### config.mk
export PLATFORM = sky130hd
export DESIGN_NAME = cpu_clock_mode_switcher
export DESIGN_NICKNAME = d
export VERILOG_FILES = /design/src/step_sequencer.v /design/src/cpu_clock_mode_switcher.v
export VERILOG_INCLUDE_DIRS = /design/src /design/src/src
export SDC_FILE = /design/constraint.sdc
export NUM_CORES = 1
export LEC_CHECK = 0
export ABC_AREA = 1
export BUFFER_PORTS_ARGS = -buffer_cell sky130_fd_sc_hd__buf_2
export CORE_MARGIN = 4
export CORE_UTILIZATION = 45
export CTS_BUF_LIST = sky130_fd_sc_hd__clkbuf_4
export DETAILED_ROUTE_END_ITERATION = 12
export PLACE_DENSITY = 0.65
export SLEW_MARGIN = 10
export SYNTH_ARGS = -nofsm -noshare
export SYNTH_HDL_FRONTEND = slang
export SYNTH_HIERARCHICAL = 1
export SYNTH_SLANG_ARGS = --single-unit
### constraint.sdc
create_clock -name REF_CLK_I -period 3.5 [get_ports REF_CLK_I]
set_input_delay 0.7 -clock REF_CLK_I [delete_from_list [all_inputs] [get_ports REF_CLK_I]]
set_output_delay 0.7 -clock REF_CLK_I [all_outputs]
set_load 0.02 [all_outputs]
### src/clk_mode_regs.vh
`ifndef CLK_MODE_REGS_VH
`define CLK_MODE_REGS_VH

// Register addresses on the device's register port
`define OSC_SETTLE_SELECT_ADDR 8'h00
`define OSC_SETTLE_COUNTER_ADDR 8'h01
`define CLOCK_RUN_CONTROL_ADDR 8'h02
`define CLOCK_SYS_CONTROL_ADDR 8'h03
`define PLL_CONTROL_REG_ADDR  8'h04
`define PERIPH_STOP_ADDR      8'h05

// Field positions
`define MAIN_OSC_HALT_BIT     7
`define CPU_SUB_CLOCK_SEL_BIT 6
`define PLL_POWER_ON_BIT      0
`define PLL_OUTPUT_SEL_BIT    2
`define PLL_OUTPUT_OPT_BIT    1
`define PLL_AUX_STATE_BIT     3

// Reset values of the shadow copies
`define CLOCK_RUN_RESET       8'hc0
`define CLOCK_SYS_RESET       8'h40
`define PLL_CONTROL_RESET     8'h00

// Timing
`define PLL_LOCK_TIME_NS      40000
`define CLK_PERIOD_NS         10
`define PLL_LOCK_CYCLES       ((`PLL_LOCK_TIME_NS + `CLK_PERIOD_NS - 1) / `CLK_PERIOD_NS)

// Command codes
`define CMD_TO_HIGH_SPEED     3'h0
`define CMD_PLL_ENTER         3'h1
`define CMD_PLL_EXIT          3'h2
`define CMD_HALT              3'h3
`define CMD_STOP              3'h4

`endif

### src/step_sequencer.v
`timescale 1ns/10ps
`include "clk_mode_regs.vh"

// Wait counter: loads a count, pulses done when it runs out
module step_sequencer #(
  parameter WIDTH = 16
) (
  input  wire             clk_i,
  input  wire             rst_i,
  input  wire             load_i,
  input  wire [WIDTH-1:0] count_i,
  output reg              busy_o,
  output reg              done_o
);
  reg [WIDTH-1:0] cnt_reg;

  always @(posedge clk_i) begin
    if (rst_i) begin
      cnt_reg <= {WIDTH{1'b0}};
      busy_o  <= 1'b0;
      done_o  <= 1'b0;
    end else begin
      done_o <= 1'b0;
      if (load_i) begin
        cnt_reg <= count_i;
        busy_o  <= 1'b1;
      end else if (busy_o) begin
        if (cnt_reg <= {{(WIDTH-1){1'b0}}, 1'b1}) begin
          busy_o <= 1'b0;
          done_o <= 1'b1;
        end else begin
          cnt_reg <= cnt_reg - {{(WIDTH-1){1'b0}}, 1'b1};
        end
      end
    end
  end
endmodule

### src/cpu_clock_mode_switcher.v
`timescale 1ns/10ps
`include "clk_mode_regs.vh"

// Behaviour
// - To high-speed: clear main oscillator halt, then sub-clock select.
// - For X1 crystal, poll settle counter until stabilization reached.
// - For external main clock, never poll the settle counter.
// - Skip the whole sequence when already on high-speed clock.
// - Settle select programmed at least as long as the awaited settle time.
// - PLL entry: power on, wait 40 us, then set output select.
// - PLL exit: clear output select, then aux state, then power on.
// - Stop all PLL-clocked functions before leaving PLL mode.
// - Before STOP, stop peripherals; for X1 program settle select.
// - In PLL mode, run PLL exit sequence before STOP.
module cpu_clock_mode_switcher #(
  parameter LOCK_CYCLES = `PLL_LOCK_CYCLES,
  parameter [7:0] SETTLE_SEL = 8'h07,
  parameter [7:0] SETTLE_MIN = 8'hff
) (
  input  wire       REF_CLK_I,
  input  wire       RST_I,
  input  wire       CMD_VALID_I,
  input  wire [2:0] CMD_I,
  input  wire       EXT_MAIN_CLK_I,
  input  wire       PLL_OPTION_I,
  input  wire [7:0] RDATA_I,
  input  wire       RVALID_I,
  output reg        CMD_READY_O,
  output reg        CMD_DONE_O,
  output reg        WR_O,
  output reg        RD_O,
  output reg  [7:0] ADDR_O,
  output reg  [7:0] WDATA_O,
  output reg        HALT_REQ_O,
  output reg        STOP_REQ_O
);
  localparam S_IDLE   = 4'h0;
  localparam S_SETTLE = 4'h1;
  localparam S_MAIN_OSC_HALT  = 4'h2;
  localparam S_POLL   = 4'h3;
  localparam S_PWAIT  = 4'h4;
  localparam S_CSS    = 4'h5;
  localparam S_PLL_POWER_ON  = 4'h6;
  localparam S_LOCK   = 4'h7;
  localparam S_PLL_OUTPUT_SELECT = 4'h8;
  localparam S_PSTOP  = 4'h9;
  localparam S_XSEL   = 4'ha;
  localparam S_XAUX   = 4'hb;
  localparam S_XOFF   = 4'hc;
  localparam S_INSTR  = 4'hd;
  localparam S_FINISH = 4'he;

  reg [3:0] state_reg;
  reg [2:0] cmd_reg;
  reg [7:0] run_reg;
  reg [7:0] sys_reg;
  reg [7:0] pll_reg;
  reg       ext_reg;
  reg       lock_load;
  wire      lock_busy;
  wire      lock_done;

  step_sequencer #(
    .WIDTH(16)
  ) lock_timer (
    .clk_i  (REF_CLK_I),
    .rst_i  (RST_I),
    .load_i (lock_load),
    .count_i(LOCK_CYCLES[15:0]),
    .busy_o (lock_busy),
    .done_o (lock_done)
  );

  always @(posedge REF_CLK_I) begin
    if (RST_I) begin
      state_reg   <= S_IDLE;
      cmd_reg     <= 3'h0;
      run_reg     <= `CLOCK_RUN_RESET;
      sys_reg     <= `CLOCK_SYS_RESET;
      pll_reg     <= `PLL_CONTROL_RESET;
      ext_reg     <= 1'b0;
      lock_load   <= 1'b0;
      CMD_READY_O <= 1'b0;
      CMD_DONE_O  <= 1'b0;
      WR_O        <= 1'b0;
      RD_O        <= 1'b0;
      ADDR_O      <= 8'h00;
      WDATA_O     <= 8'h00;
      HALT_REQ_O  <= 1'b0;
      STOP_REQ_O  <= 1'b0;
    end else begin
      WR_O       <= 1'b0;
      RD_O       <= 1'b0;
      CMD_DONE_O <= 1'b0;
      HALT_REQ_O <= 1'b0;
      STOP_REQ_O <= 1'b0;
      lock_load  <= 1'b0;
      case (state_reg)
        S_IDLE: begin
          CMD_READY_O <= 1'b1;
          if (CMD_VALID_I && CMD_READY_O) begin
            CMD_READY_O <= 1'b0;
            cmd_reg     <= CMD_I;
            ext_reg     <= EXT_MAIN_CLK_I;
            case (CMD_I)
              `CMD_TO_HIGH_SPEED: begin
                if (!sys_reg[`CPU_SUB_CLOCK_SEL_BIT])
                  state_reg <= S_FINISH;
                else if (EXT_MAIN_CLK_I)
                  state_reg <= S_MAIN_OSC_HALT;
                else
                  state_reg <= S_SETTLE;
              end
              `CMD_PLL_ENTER: begin
                if (pll_reg[`PLL_OUTPUT_SEL_BIT])
                  state_reg <= S_FINISH;
                else
                  state_reg <= S_PLL_POWER_ON;
              end
              `CMD_PLL_EXIT:
                state_reg <= pll_reg[`PLL_OUTPUT_SEL_BIT] ? S_PSTOP : S_FINISH;
              `CMD_HALT:
                state_reg <= S_INSTR;
              `CMD_STOP: begin
                // PLL must be left before STOP
                if (pll_reg[`PLL_OUTPUT_SEL_BIT])
                  state_reg <= S_PSTOP;
                else
                  state_reg <= S_PSTOP;
              end
              default:
                state_reg <= S_FINISH;
            endcase
          end
        end
        S_SETTLE: begin
          WR_O      <= 1'b1;
          ADDR_O    <= `OSC_SETTLE_SELECT_ADDR;
          WDATA_O   <= SETTLE_SEL;
          state_reg <= (cmd_reg == `CMD_STOP) ? S_INSTR : S_MAIN_OSC_HALT;
        end
        S_MAIN_OSC_HALT: begin
          run_reg[`MAIN_OSC_HALT_BIT] <= 1'b0;
          WR_O      <= 1'b1;
          ADDR_O    <= `CLOCK_RUN_CONTROL_ADDR;
          WDATA_O   <= run_reg & ~(8'h01 << `MAIN_OSC_HALT_BIT);
          state_reg <= ext_reg ? S_CSS : S_POLL;
        end
        S_POLL: begin
          RD_O      <= 1'b1;
          ADDR_O    <= `OSC_SETTLE_COUNTER_ADDR;
          state_reg <= S_PWAIT;
        end
        S_PWAIT: begin
          if (RVALID_I)
            state_reg <= (RDATA_I >= SETTLE_MIN) ? S_CSS : S_POLL;
        end
        S_CSS: begin
          sys_reg[`CPU_SUB_CLOCK_SEL_BIT] <= 1'b0;
          WR_O      <= 1'b1;
          ADDR_O    <= `CLOCK_SYS_CONTROL_ADDR;
          WDATA_O   <= sys_reg & ~(8'h01 << `CPU_SUB_CLOCK_SEL_BIT);
          state_reg <= S_FINISH;
        end
        S_PLL_POWER_ON: begin
          pll_reg[`PLL_POWER_ON_BIT]   <= 1'b1;
          pll_reg[`PLL_OUTPUT_OPT_BIT] <= PLL_OPTION_I;
          WR_O      <= 1'b1;
          ADDR_O    <= `PLL_CONTROL_REG_ADDR;
          WDATA_O   <= (pll_reg | (8'h01 << `PLL_POWER_ON_BIT))
                       & ~(8'h01 << `PLL_OUTPUT_OPT_BIT)
                       | ({7'h00, PLL_OPTION_I} << `PLL_OUTPUT_OPT_BIT);
          lock_load <= 1'b1;
          state_reg <= S_LOCK;
        end
        S_LOCK: begin
          if (lock_done && !lock_busy)
            state_reg <= S_PLL_OUTPUT_SELECT;
        end
        S_PLL_OUTPUT_SELECT: begin
          pll_reg[`PLL_OUTPUT_SEL_BIT] <= 1'b1;
          WR_O      <= 1'b1;
          ADDR_O    <= `PLL_CONTROL_REG_ADDR;
          WDATA_O   <= pll_reg | (8'h01 << `PLL_OUTPUT_SEL_BIT);
          state_reg <= S_FINISH;
        end
        S_PSTOP: begin
          // Halts PLL-clocked timers and analog, or STOP-disabled peripherals
          WR_O      <= 1'b1;
          ADDR_O    <= `PERIPH_STOP_ADDR;
          WDATA_O   <= 8'hff;
          if (pll_reg[`PLL_OUTPUT_SEL_BIT])
            state_reg <= S_XSEL;
          else if (cmd_reg == `CMD_STOP && !ext_reg)
            state_reg <= S_SETTLE;
          else
            state_reg <= (cmd_reg == `CMD_STOP) ? S_INSTR : S_FINISH;
        end
        S_XSEL: begin
          pll_reg[`PLL_OUTPUT_SEL_BIT] <= 1'b0;
          WR_O      <= 1'b1;
          ADDR_O    <= `PLL_CONTROL_REG_ADDR;
          WDATA_O   <= pll_reg & ~(8'h01 << `PLL_OUTPUT_SEL_BIT);
          state_reg <= S_XAUX;
        end
        S_XAUX: begin
          pll_reg[`PLL_AUX_STATE_BIT] <= 1'b0;
          WR_O      <= 1'b1;
          ADDR_O    <= `PLL_CONTROL_REG_ADDR;
          WDATA_O   <= pll_reg & ~(8'h01 << `PLL_AUX_STATE_BIT);
          state_reg <= S_XOFF;
        end
        S_XOFF: begin
          pll_reg[`PLL_POWER_ON_BIT] <= 1'b0;
          WR_O      <= 1'b1;
          ADDR_O    <= `PLL_CONTROL_REG_ADDR;
          WDATA_O   <= pll_reg & ~(8'h01 << `PLL_POWER_ON_BIT);
          if (cmd_reg == `CMD_STOP)
            state_reg <= ext_reg ? S_INSTR : S_SETTLE;
          else
            state_reg <= S_FINISH;
        end
        S_INSTR: begin
          HALT_REQ_O <= (cmd_reg == `CMD_HALT);
          STOP_REQ_O <= (cmd_reg == `CMD_STOP);
          state_reg  <= S_FINISH;
        end
        S_FINISH: begin
          CMD_DONE_O <= 1'b1;
          state_reg  <= S_IDLE;
        end
        default:
          state_reg <= S_IDLE;
      endcase
    end
  end
endmodule

Word-level counts from Yosys, hierarchy flattened. Cells that the tools add are included.

Flip-flop bits (word level): 53. Bits of input ports: 17. Output and inout bits: 22. Word-level logic and storage cells: 106.

Add/sub/neg operators: 1. Magnitude comparators: 2. Equal/unequal tests: 24. Mux-type cells: 33. Bitwise operators: 4. Reductions and logical operators: 22.

Operators by type and width (number): $pmux 8 s9 (1); $pmux 4 s12 (1); $pmux 8 s6 (1); $mux 4 (10); $mux 12 (3); $eq 4x4->1 const B (7); $pmux 4 s5 (1); $eq 4x3->1 const B (4); $le 16x1->1 const B (1); $sub 16x1->16 const B (1); $eq 3x2->1 const B (3); $mux 1 (9); $mux 3 (3); $reduce_bool 9->1 (1); $reduce_or 9->1 (1); $eq 4x2->1 const B (2); $ge 8x8->1 const B (1); $ne 2x2->1 const B (4); $eq 3x3->1 const B (2); $reduce_and 2->1 (3); $reduce_bool 2->1 (3); $reduce_bool 6->1 (1); $reduce_or 3->1 (2); $reduce_or 5->1 (1); 12 further kinds (20).

Depth between registers and ports, before layout. Gate-level depths: netlist of the first run.

Depth in word-level cells: 5. Gate-level depth with buffers: 13.

Hierarchy. The synthesis of the first run kept the hierarchy.

By module, submodules not included: cpu_clock_mode_switcher (times used 1, cells each 222, area each 1477.7 um^2); step_sequencer (times used 1, cells each 218, area each 1301.2 um^2).

Worst setup path before layout of the first run. Ideal clock, no wire load.

Path type: input port to flip-flop. From: input RST_I. To: register pll_reg[0]. Library setup time: 0.116 ns. Data arrival time: 1.352 ns. Data required time: 3.384 ns. Path slack: 2.032 ns. Cell stages on the path: 4. Buffers on the path: 2. Path through: clkbuf_1 inv_1 clkbuf_1 a31o_2.

RTL lines: start, declared (line cpu_clock_mode_switcher.v:21) `input wire RST_I,`; end signal, assigned (line cpu_clock_mode_switcher.v:80) `` pll_reg <= `PLL_CONTROL_RESET; ``; end, declared (line cpu_clock_mode_switcher.v:57) `reg [7:0] pll_reg;`.

No word-level cell between the ends.

Worst setup path in the final report of the first run.
From: register lock_load. To: register lock_timer.cnt_reg[14].

Word-level cells in the longest chain between the ends: 1.

Ends and longest elaborated chain: start, declared (line cpu_clock_mode_switcher.v:59) `reg lock_load;`; start signal, assigned (line cpu_clock_mode_switcher.v:82) `lock_load <= 1'b0;`; start signal, assigned (line cpu_clock_mode_switcher.v:97) `lock_load <= 1'b0;`; start signal, assigned (line cpu_clock_mode_switcher.v:173) `lock_load <= 1'b1;`; $reduce_or 2->1 (no line); end signal, assigned (line step_sequencer.v:19) `cnt_reg <= {WIDTH{1'b0}};`; end signal, assigned (line step_sequencer.v:25) `cnt_reg <= count_i;`; end signal, assigned (line step_sequencer.v:32) `cnt_reg <= cnt_reg - {{(WIDTH-1){1'b0}}, 1'b1};`; end, declared (line step_sequencer.v:15) `reg [WIDTH-1:0] cnt_reg;`.

No other way between the ends. A chain may end at the register's enable or synchronous reset.

==> results of run 1 <==
cells by family (layout without fill, tap and decap cells):
group	Yosys count	after routing	synth area share (%)
buf+inv	65	90	10.2
compound gates	59	59	12.4
other cells	2	21	0.270
xor+xnor	4	4	1.26
flops	45	45	32.4
fa+ha+maj	2	2	0.900
simple gates	263	263	42.6
cell usage in the layout (no fill, tap or decap), types with 2 or more instances in the layout:
cell type  instances
nand3_2            2
a31oi_1            2
inv_2             11
nor2_1            80
nand2_8            2
nand2_1          114
nand3b_1           4
nand2_4            2
a21oi_1           21
nand2_2            5
nand3_1           31
conb_1            21
dfxtp_1           45
o21ai_1            5
buf_2             33
nor2_2             9
a21oi_2            2
o21ai_0           20
inv_1             37
clkinv_1           2
nor3_1             6
clkbuf_4           6
nand4_1            2
ha_1               2
nor2_4             3
xor2_1             4
power breakdown:
group / leakage [nW] / switching (mW) / total, mW / internal [mW]
Combinational: 1.18 / 0.634 / 0.954 / 0.320
Clock: 0.0292 / 0.155 / 0.236 / 0.0810
Sequential: 0.365 / 0.0847 / 0.688 / 0.604
Total: 1.58 / 0.874 / 1.88 / 1.00
per-stage QoR:
step / hold WS, ps / total power, mW / utilization (%) / std cells
2_1_floorplan: 436 / 1.44 / - / 459
3_3_place_gp: 452 / 1.64 / 50.7 / 552
3_5_place_dp: 456 / 1.65 / 50.7 / 552
4_1_cts: 479 / 1.89 / 51.5 / 559
5_1_grt: 504 / 2.05 / 51.5 / 559
6_report: 472 / 1.88 / 51.5 / 559
routing by layer:
| layer | up-vias | GRT usage [%] |
|---|---|---|
| li1 | 1457 | - |
| met1 | 1204 | 22.9 |
| met2 | 43 | 30.4 |
| met3 | 12 | 3.52 |
| met4 | 0 | 6.09 |
| met5 | - | 0 |
how the worst max path moves through the flow:
| stage | end | cells past startpoint |
|---|---|---|
| 2_1_floorplan | pll_reg[0] | 4 |
| 3_3_place_gp | lock_timer/cnt_reg[7] | 6 |
| 3_5_place_dp | pll_reg[0] | 3 |
| 4_1_cts | lock_timer/cnt_reg[14] | 7 |
| 5_1_grt | lock_timer/cnt_reg[14] | 7 |
| 6_report | lock_timer/cnt_reg[14] | 7 |
final cells by class:
cell class / instances / area (um^2) / area share (%)
multi-input combinational: 349 / 1670 / 54.3
sequential: 45 / 901 / 29.4
inverter: 50 / 193 / 6.28
timing repair buffer: 33 / 165 / 5.38
tap: 75 / 93.8 / 3.06
clock buffer: 6 / 45.0 / 1.47
clock inverter: 1 / 3.75 / 0.122
worst max-delay path, delay by kind of cell (launching register included):
family                 cells  cell delay (ps)
and+or+nand+nor            4              440
DFF                        1              750
buffers and inverters      3              460
==> run_results.csv, run 1 <==
group,metric,value,unit
detailed_routing,wl_met3,201,um
worst_setup_path,ff2ff_path_depth,7,
clocking,cts_max_path_buffers,2,
power_and_ir_drop,p_per_area,612,nW/um^2
global_routing,antenna_found_initial,0,
timing,finalSetupViolations,0,
detailed_routing,post-route-drc-count,0,
cells_and_area,diodes,0,
power_and_ir_drop,cellLeakagePower,1.58,nW
worst_setup_path,worstPathArrival,2000,ps
synthesis,synth_common_cells,"nand2_1, nor2_1, dfxtp_1",
detailed_routing,wl_met1,3.00,mm
clocking,htree_levels,2,
synthesis,yosysWarnings,6,
worst_setup_path,r2r_setup_slack,1760,ps
detailed_routing,vias_per_cell,4.86,
placement,dp_slack,1660,ps
global_routing,grtUsageTotal,18.0,%
cells_and_area,design_area,3070,um^2
cells_and_area,syn2layout_area_growth,10.4,%
detailed_routing,routed-via-count,2716,
synthesis,yosys-top-cells-area,"dfxtp_1, nand2_1, nor2_1",
detailed_routing,wl_per_cell,11.6,um
global_routing,grt_overflow,0,
timing,fmax,574,MHz
floorplanning,ios,39,
detailed_routing,dr.pass1.iters,4,
synthesis,ys_ff_latch,45,
timing,fin_setup_tns,0,ps
power_and_ir_drop,vdd_ir_drop_max,0.537,mV
detailed_routing,drt_iter0_drc,135,
timing,tightestPinTransition,642,ps
detailed_routing,ant_nets,0,
synthesis,ys_seq_area_share,32.4,%
synthesis,syn_area_per_cell,6.32,um^2
clocking,clk_pin_slew_worst_paths,120,ps
worst_setup_path,critPathKind,"reg -> reg",
timing,drv_slew,0,
timing,period_share,49.8,%
placement,hpwlAfterDp,5.02,mm
run,maxCapViolCount,0,
synthesis,synth_flop_cell,"dfxtp_1",
floorplanning,initial_core_util,46.7,%
synthesis,async_flop_share,0,%
synthesis,ys_types,40,
worst_setup_path,crit_required,3750,ps
global_routing,grt_pass1_wl,11.0,mm
min_path,min_to,"ADDR_O[1]",
synthesis,synth_top_area_share,32.4,%
worst_setup_path,crit_start,"lock_load",
cells_and_area,final.fill_count,628,
clocking,clk_latency,350,ps
detailed_routing,top_layer_used,"met4",
floorplanning,die_w,86.6,um
worst_setup_path,crit_fanout,17,
status,status,"completed",
clocking,cts_setup_buffers,0,
cells_and_area,largest_reg_flops,16,
worst_setup_path,timing.rr.end,"lock_timer/cnt_reg[14]",
floorplanning,rows,28,
worst_setup_path,start_kind,"register",
clocking,cts_sinks,45,
worst_setup_path,reg2reg_from,"lock_load",
clocking,cts_buffers,5,
worst_setup_path,path_cells,"inv_2, nand3_2, inv_1, nand2_1, nand3_1, nand2_1, inv_1",
min_path,holdCritPathClass,"reg -> reg",
placement,dpl-instance-area,3020,um^2
placement,place_congestion,0.916,
cells_and_area,fin_nets,503,
synthesis,synth_edf_count,0,
placement,io_buffer_count,33,
timing,finalHoldViolCount,0,
timing,slew_headroom,57.1,%
timing,fin_skew,12.2,ps
clocking,tritoncts,"done",
clocking,root_buffer,"clkbuf_4",
timing,rsz0062_at_grt,"no",
worst_setup_path,cp_slowest_cell,"dfxtp_1",
floorplanning,dieArea,7500,um^2
worst_setup_path,slowest_delay,750,ps
floorplanning,core_area,5960,um^2
min_path,holdPathStages,2,
clocking,holdBufCountCts,0,
synthesis,synth_top_area_cell,"dfxtp_1",
floorplanning,fp.dieH,86.6,um
global_routing,grt_pass1_vias,2472,
min_path,min_from,"ADDR_O[1]",
synthesis,synth_most_common_cell,"nand2_1",
synthesis,syn_inst,440,
timing,fin_ws,1760,ps
synthesis,syn_area,2780,um^2
worst_setup_path,endpoint_kind,"register",
timing,min_period,1740,ps
detailed_routing,wl,6.48,mm
cells_and_area,drive_gt1_share,16.7,%
detailed_routing,routed-wl-met2,3.13,mm
global_routing,grt_max_degree,27,
clocking,post_cts_resized,0,
(Power assumes the default switching activity.)
==> run 2: changes to the inputs <==
--- a/config.mk
+++ b/config.mk
@@ -12,7 +12,7 @@
 export CORE_UTILIZATION = 45
 export CTS_BUF_LIST = sky130_fd_sc_hd__clkbuf_4
 export DETAILED_ROUTE_END_ITERATION = 12
-export PLACE_DENSITY = 0.65
+export PLACE_DENSITY = 0.68
 export SLEW_MARGIN = 10
 export SYNTH_ARGS = -nofsm -noshare
 export SYNTH_HDL_FRONTEND = slang
==> constraint.sdc (replaced) <==
create_clock -name REF_CLK_I -period 1.6 [get_ports REF_CLK_I]
set_input_delay 0.32 -clock REF_CLK_I [delete_from_list [all_inputs] [get_ports REF_CLK_I]]
set_output_delay 0.32 -clock REF_CLK_I [all_outputs]
set_load 0.02 [all_outputs]
==> run 2 against run 1 <==
  * Clock power is 130% higher
  * Non-clock buffer count grew 10
  * Power up 130%
  * Cell count grew 2.0%
  * Sequential share of layout area decreased by 0.84 points
  * Largest power group unchanged
==> run_results.csv, run 2 (synthesized netlist as in run 1, its figures left out) <==
group,metric,value,unit
cells_and_area,final_util,53.4,%
detailed_routing,dr.pass1.iters,4,
cells_and_area,drive_gt1_share,21.0,%
power_and_ir_drop,cellInternalPower,2.28,mW
worst_setup_path,crit_fanout,8,
cells_and_area,diodes,0,
cells_and_area,layout_commonest_cell,"nand2_1",
cells_and_area,syn2layout_area_growth,14.5,%
timing,fmax,680,MHz
detailed_routing,drt_iter0_drc,120,
timing,fin_skew,16.1,ps
cells_and_area,register_area,907,um^2
global_routing,grt_max_degree,18,
timing,period_share,91.9,%
global_routing,grtUsageTotal,18.2,%
worst_setup_path,start_kind,"register",
worst_setup_path,crit_required,1900,ps
floorplanning,dieArea,7500,um^2
floorplanning,die_w,86.6,um
clocking,cts_buffers,5,
floorplanning,ios,39,
global_routing,antenna_found_initial,0,
cells_and_area,largest_reg_flops,16,
clocking,cts_max_path_buffers,2,
cells_and_area,fin_nets,513,
timing,drv_slew,0,
run,maxCapViolCount,0,
power_and_ir_drop,cellLeakagePower,1.63,nW
power_and_ir_drop,p_per_area,1330,nW/um^2
power_and_ir_drop,swShare,46.2,%
global_routing,use_met1,21.2,%
detailed_routing,routed-via-count,2769,
worst_setup_path,critPathKind,"reg -> reg",
clocking,htree_levels,2,
worst_setup_path,worstPathArrival,1770,ps
floorplanning,rows,28,
detailed_routing,wl_per_cell,11.3,um
global_routing,grt_pass1_wl,11.1,mm
power_and_ir_drop,pwr-share-seq,35.5,%
power_and_ir_drop,clock_power_share,12.8,%
min_path,holdCritPathClass,"in -> reg",
worst_setup_path,endpoint_kind,"register",
status,status,"completed",
power_and_ir_drop,p_sw,1.96,mW
clocking,clk_latency,360,ps
floorplanning,initial_core_util,46.7,%
timing,min_period,1470,ps
placement,hpwlAfterDp,5.02,mm
global_routing,met2_usage,32.6,%
cells_and_area,final_cell_mix,"nand2_1, nor2_1, dfxtp_1, inv_1, buf_2",
timing,rsz0062_at_grt,"no",
power_and_ir_drop,power_frac_comb,51.7,%
timing,holdWs,253,ps
power_and_ir_drop,finalPower,4.24,mW
global_routing,grt_use_met3,3.33,%
detailed_routing,wl,6.44,mm
cells_and_area,final.fill_count,613,
clocking,root_buffer,"clkbuf_4",
timing,finalHoldViolCount,0,
detailed_routing,vias_per_cell,4.86,
cells_and_area,multi_input_area,1690,um^2
clocking,cts_sinks,45,
global_routing,grt-busiest-layer,"met2",
power_and_ir_drop,vdd_ir_drop_max,0.985,mV
floorplanning,fp.dieH,86.6,um
clocking,clk_pin_slew_worst_paths,140,ps
placement,place_congestion,0.927,
timing,finalSetupViolations,0,
detailed_routing,ant_nets,0,
floorplanning,core_area,5960,um^2
global_routing,grt_overflow,0,
timing,fin_setup_tns,0,ps
clocking,tritoncts,"done",
global_routing,grt_pass1_vias,2656,
placement,io_buffer_count,33,
detailed_routing,post-route-drc-count,0,
[run 2: cell types whose count changed in the layout (fill, tap and decap cells not counted), moves of 2 or more]
cell | before | now
dfxtp_2 | 0 | 5
inv_1 | 37 | 35
dfxtp_1 | 45 | 40
nor2_2 | 9 | 13
nor2_1 | 80 | 76
buf_4 | 0 | 10
[run 2: final timing paths]
kind	start	to	slack [ps]	cells past startpoint
worst max-delay path	lock_timer/cnt_reg[1]	lock_timer/cnt_reg[14]	130	13
worst min-delay path	PLL_OPTION_I	pll_reg[1]	250	3
worst max register to register	lock_timer/cnt_reg[1]	lock_timer/cnt_reg[14]	130	13
worst min register to register	ADDR_O[1]	ADDR_O[1]	470	2
[run 2: power by group through the flow]
| stage | Clock, mW | Sequential, mW | Combinational [mW] |
|---|---|---|---|
| 2_1_floorplan | 0 | 1.60 | 1.54 |
| 4_1_cts | 0.571 | 1.49 | 2.15 |
| 3_3_place_gp | 0 | 1.51 | 2.13 |
| 5_1_grt | 0.616 | 1.54 | 2.49 |
| 3_5_place_dp | 0 | 1.51 | 2.14 |
| 6_report | 0.544 | 1.50 | 2.19 |
[run 2: worst max-delay path, cell delays in order, from the launching register on]
cell and delay [ps]:
dfxtp_2 350, inv_2 70, ha_1 140, inv_1 40, nand2_1 50, nand2_1 50
nor2_2 160, nand2_4 90, nand2_8 110, buf_4 120, nand3_1 50, nand3_1 90
nand2_1 50, inv_1 50
[run 2: repair_timing]
action | in CTS | in global routing
endpoints found under the setup margin | 0 | 21
hold endpoints to repair | 0 | 0
hold buffers | 0 | 0
gates resized for setup | 0 | 14
buffers inserted | 0 | 2
[run 2: final cells by class]
cell class | instances | area share (%)
sequential | 45 | 28.5
clock inverter | 3 | 0.551
inverter | 50 | 6.14
tap | 75 | 2.95
timing repair buffer | 43 | 7.55
clock buffer | 5 | 1.18
multi-input combinational | 349 | 53.1
[run 2: routing by layer]
layer / up-vias / routed length [um]
li1: 1486 / -
met1: 1218 / 2880
met2: 53 / 3200
met3: 12 / 218
met4: 0 / 135
met5: - / 0
[run 2: stage by stage]
stage	cell area, um^2	cells	setup WS (ps)
after floorplan	2850	459	163
after global placement	3080	560	153
after detailed placement	3080	560	111
after CTS	3130	568	91.7
after global routing	3180	570	4.33
final	3180	570	129
==> run 3: changes to the inputs <==
--- a/config.mk
+++ b/config.mk
@@ -12,7 +12,7 @@
 export CORE_UTILIZATION = 45
 export CTS_BUF_LIST = sky130_fd_sc_hd__clkbuf_4
 export DETAILED_ROUTE_END_ITERATION = 12
-export PLACE_DENSITY = 0.68
+export PLACE_DENSITY = 0.76
 export SLEW_MARGIN = 10
 export SYNTH_ARGS = -nofsm -noshare
 export SYNTH_HDL_FRONTEND = slang
==> run 3 against run 2 <==
  * Sequential power is essentially flat
  * First-iteration DRC count grew 13%
  * Critical path depth is the same
  * Die area is the same
  * Core utilization is 1.2 points higher
  * Fmax decreased by 1.9%
  * Count of clock-buffer cells in the layout unchanged
  * Critical path type unchanged
  * Highest routed layer unchanged
==> run_results.csv, run 3 (synthesized netlist as in run 1, its figures left out) <==
group,metric,value,unit
status,status,"completed",
clocking,htree_levels,2,
placement,place_congestion,0.912,
floorplanning,ios,39,
timing,period_share,93.7,%
floorplanning,fp.dieH,86.6,um
worst_setup_path,crit_required,1890,ps
detailed_routing,ant_nets,0,
power_and_ir_drop,cellInternalPower,2.45,mW
timing,fmax,667,MHz
clocking,cts_buffers,5,
power_and_ir_drop,finalPower,4.51,mW
power_and_ir_drop,pwr-share-seq,33.7,%
global_routing,grt_overflow,0,
timing,holdWs,230,ps
detailed_routing,vias_per_cell,5.04,
cells_and_area,final_cell_mix,"nand2_1, nor2_1, dfxtp_1, inv_1, buf_2",
detailed_routing,routed-via-count,2862,
timing,fin_skew,13.2,ps
timing,finalSetupViolations,0,
clocking,root_buffer,"clkbuf_4",
floorplanning,dieArea,7500,um^2
placement,io_buffer_count,33,
cells_and_area,diodes,0,
power_and_ir_drop,clock_power_share,17.2,%
floorplanning,rows,28,
floorplanning,core_area,5960,um^2
worst_setup_path,endpoint_kind,"register",
clocking,cts_max_path_buffers,2,
cells_and_area,final_util,54.6,%
power_and_ir_drop,vdd_ir_drop_max,1.16,mV
clocking,clk_pin_slew_worst_paths,160,ps
global_routing,grtUsageTotal,19.3,%
global_routing,grt_max_degree,17,
detailed_routing,wl,6.78,mm
floorplanning,initial_core_util,46.7,%
detailed_routing,wl_per_cell,11.9,um
power_and_ir_drop,cellLeakagePower,1.64,nW
worst_setup_path,start_kind,"register",
run,maxCapViolCount,0,
detailed_routing,drt_iter0_drc,136,
min_path,holdCritPathClass,"in -> reg",
power_and_ir_drop,swShare,45.6,%
worst_setup_path,worstPathArrival,1790,ps
clocking,holdBufCountCts,0,
global_routing,antenna_found_initial,0,
placement,hpwlAfterDp,5.16,mm
detailed_routing,post-route-drc-count,0,
cells_and_area,drive_gt1_share,21.7,%
cells_and_area,largest_reg_flops,16,
global_routing,grt_pass1_wl,11.8,mm
timing,min_period,1500,ps
cells_and_area,layout_commonest_cell,"nand2_1",
timing,finalHoldViolCount,0,
power_and_ir_drop,p_sw,2.05,mW
global_routing,grt_pass1_vias,2753,
worst_setup_path,critPathKind,"reg -> reg",
worst_setup_path,crit_fanout,8,
timing,fin_setup_tns,0,ps
clocking,clk_latency,380,ps
power_and_ir_drop,p_per_area,1390,nW/um^2
detailed_routing,dr.pass1.iters,4,
floorplanning,die_w,86.6,um
clocking,tritoncts,"done",
clocking,cts_sinks,45,
cells_and_area,fin_nets,511,
power_and_ir_drop,power_frac_comb,49.2,%
timing,drv_slew,0,
cells_and_area,syn2layout_area_growth,17.1,%
[run 3: cell types whose count changed in the layout (fill, tap and decap cells not counted), sizes merged]
| cell | previous run | this run |
|---|---|---|
| bufinv | 0 | 1 |
| inv | 48 | 50 |
| buf | 43 | 41 |
| clkinv | 5 | 2 |
[run 3: repair_timing]
action	CTS	global route
endpoints found under the setup margin	0	24
setup buffers	0	1
gates resized for setup	0	28
[run 3: layout make-up]
class | instances | area (um^2)
multi-input combinational | 349 | 1740
clock buffer | 5 | 37.5
tap | 75 | 93.8
timing repair buffer | 41 | 225
fill | 607 | 2700
sequential | 45 | 913
inverter | 50 | 200
clock inverter | 3 | 47.5
[run 3: final timing paths]
kind                            slack [ps]                endpoint  depth (start not counted)             startpoint
worst max register to register         100  lock_timer/cnt_reg[14]                         13  lock_timer/cnt_reg[0]
worst max-delay path                   100  lock_timer/cnt_reg[14]                         13  lock_timer/cnt_reg[0]
worst min-delay path                   230              pll_reg[1]                          3           PLL_OPTION_I
worst min register to register         470               ADDR_O[1]                          2              ADDR_O[1]
[run 3: critical path, stage by stage, from the launching register on]
cell,delay [ps]
dfxtp_4,410
inv_4,50
ha_4,150
inv_2,60
nand2_2,50
nand2_2,70
nor2_4,50
nand2_4,100
nand2_8,90
buf_4,160
nand3_1,60
nand3_1,70
nand2_1,50
inv_1,40
[run 3: per-stage QoR]
step	setup WS (ps)	instances	area, um^2
final	100	568	3250
after global routing	-14.5	568	3250
after global placement	167	559	3070
after detailed placement	76.8	559	3070
after CTS	46.9	567	3160
after floorplan	163	459	2850
[run 3: power groups by stage]
stage	Clock, mW	Combinational (mW)	Sequential, mW
3_3_place_gp	0	2.08	1.52
5_1_grt	0.830	2.52	1.55
4_1_cts	0.789	2.14	1.50
2_1_floorplan	0	1.54	1.60
6_report	0.773	2.22	1.52
3_5_place_dp	0	2.12	1.52
[run 3: routing by layer]
metal,track usage (%),vias to the layer above,wire length [um]
met5,0,-,0
met4,7.93,0,142
met1,22.5,1282,2850
met2,34.5,82,3420
li1,-,1480,-
met3,3.33,18,371
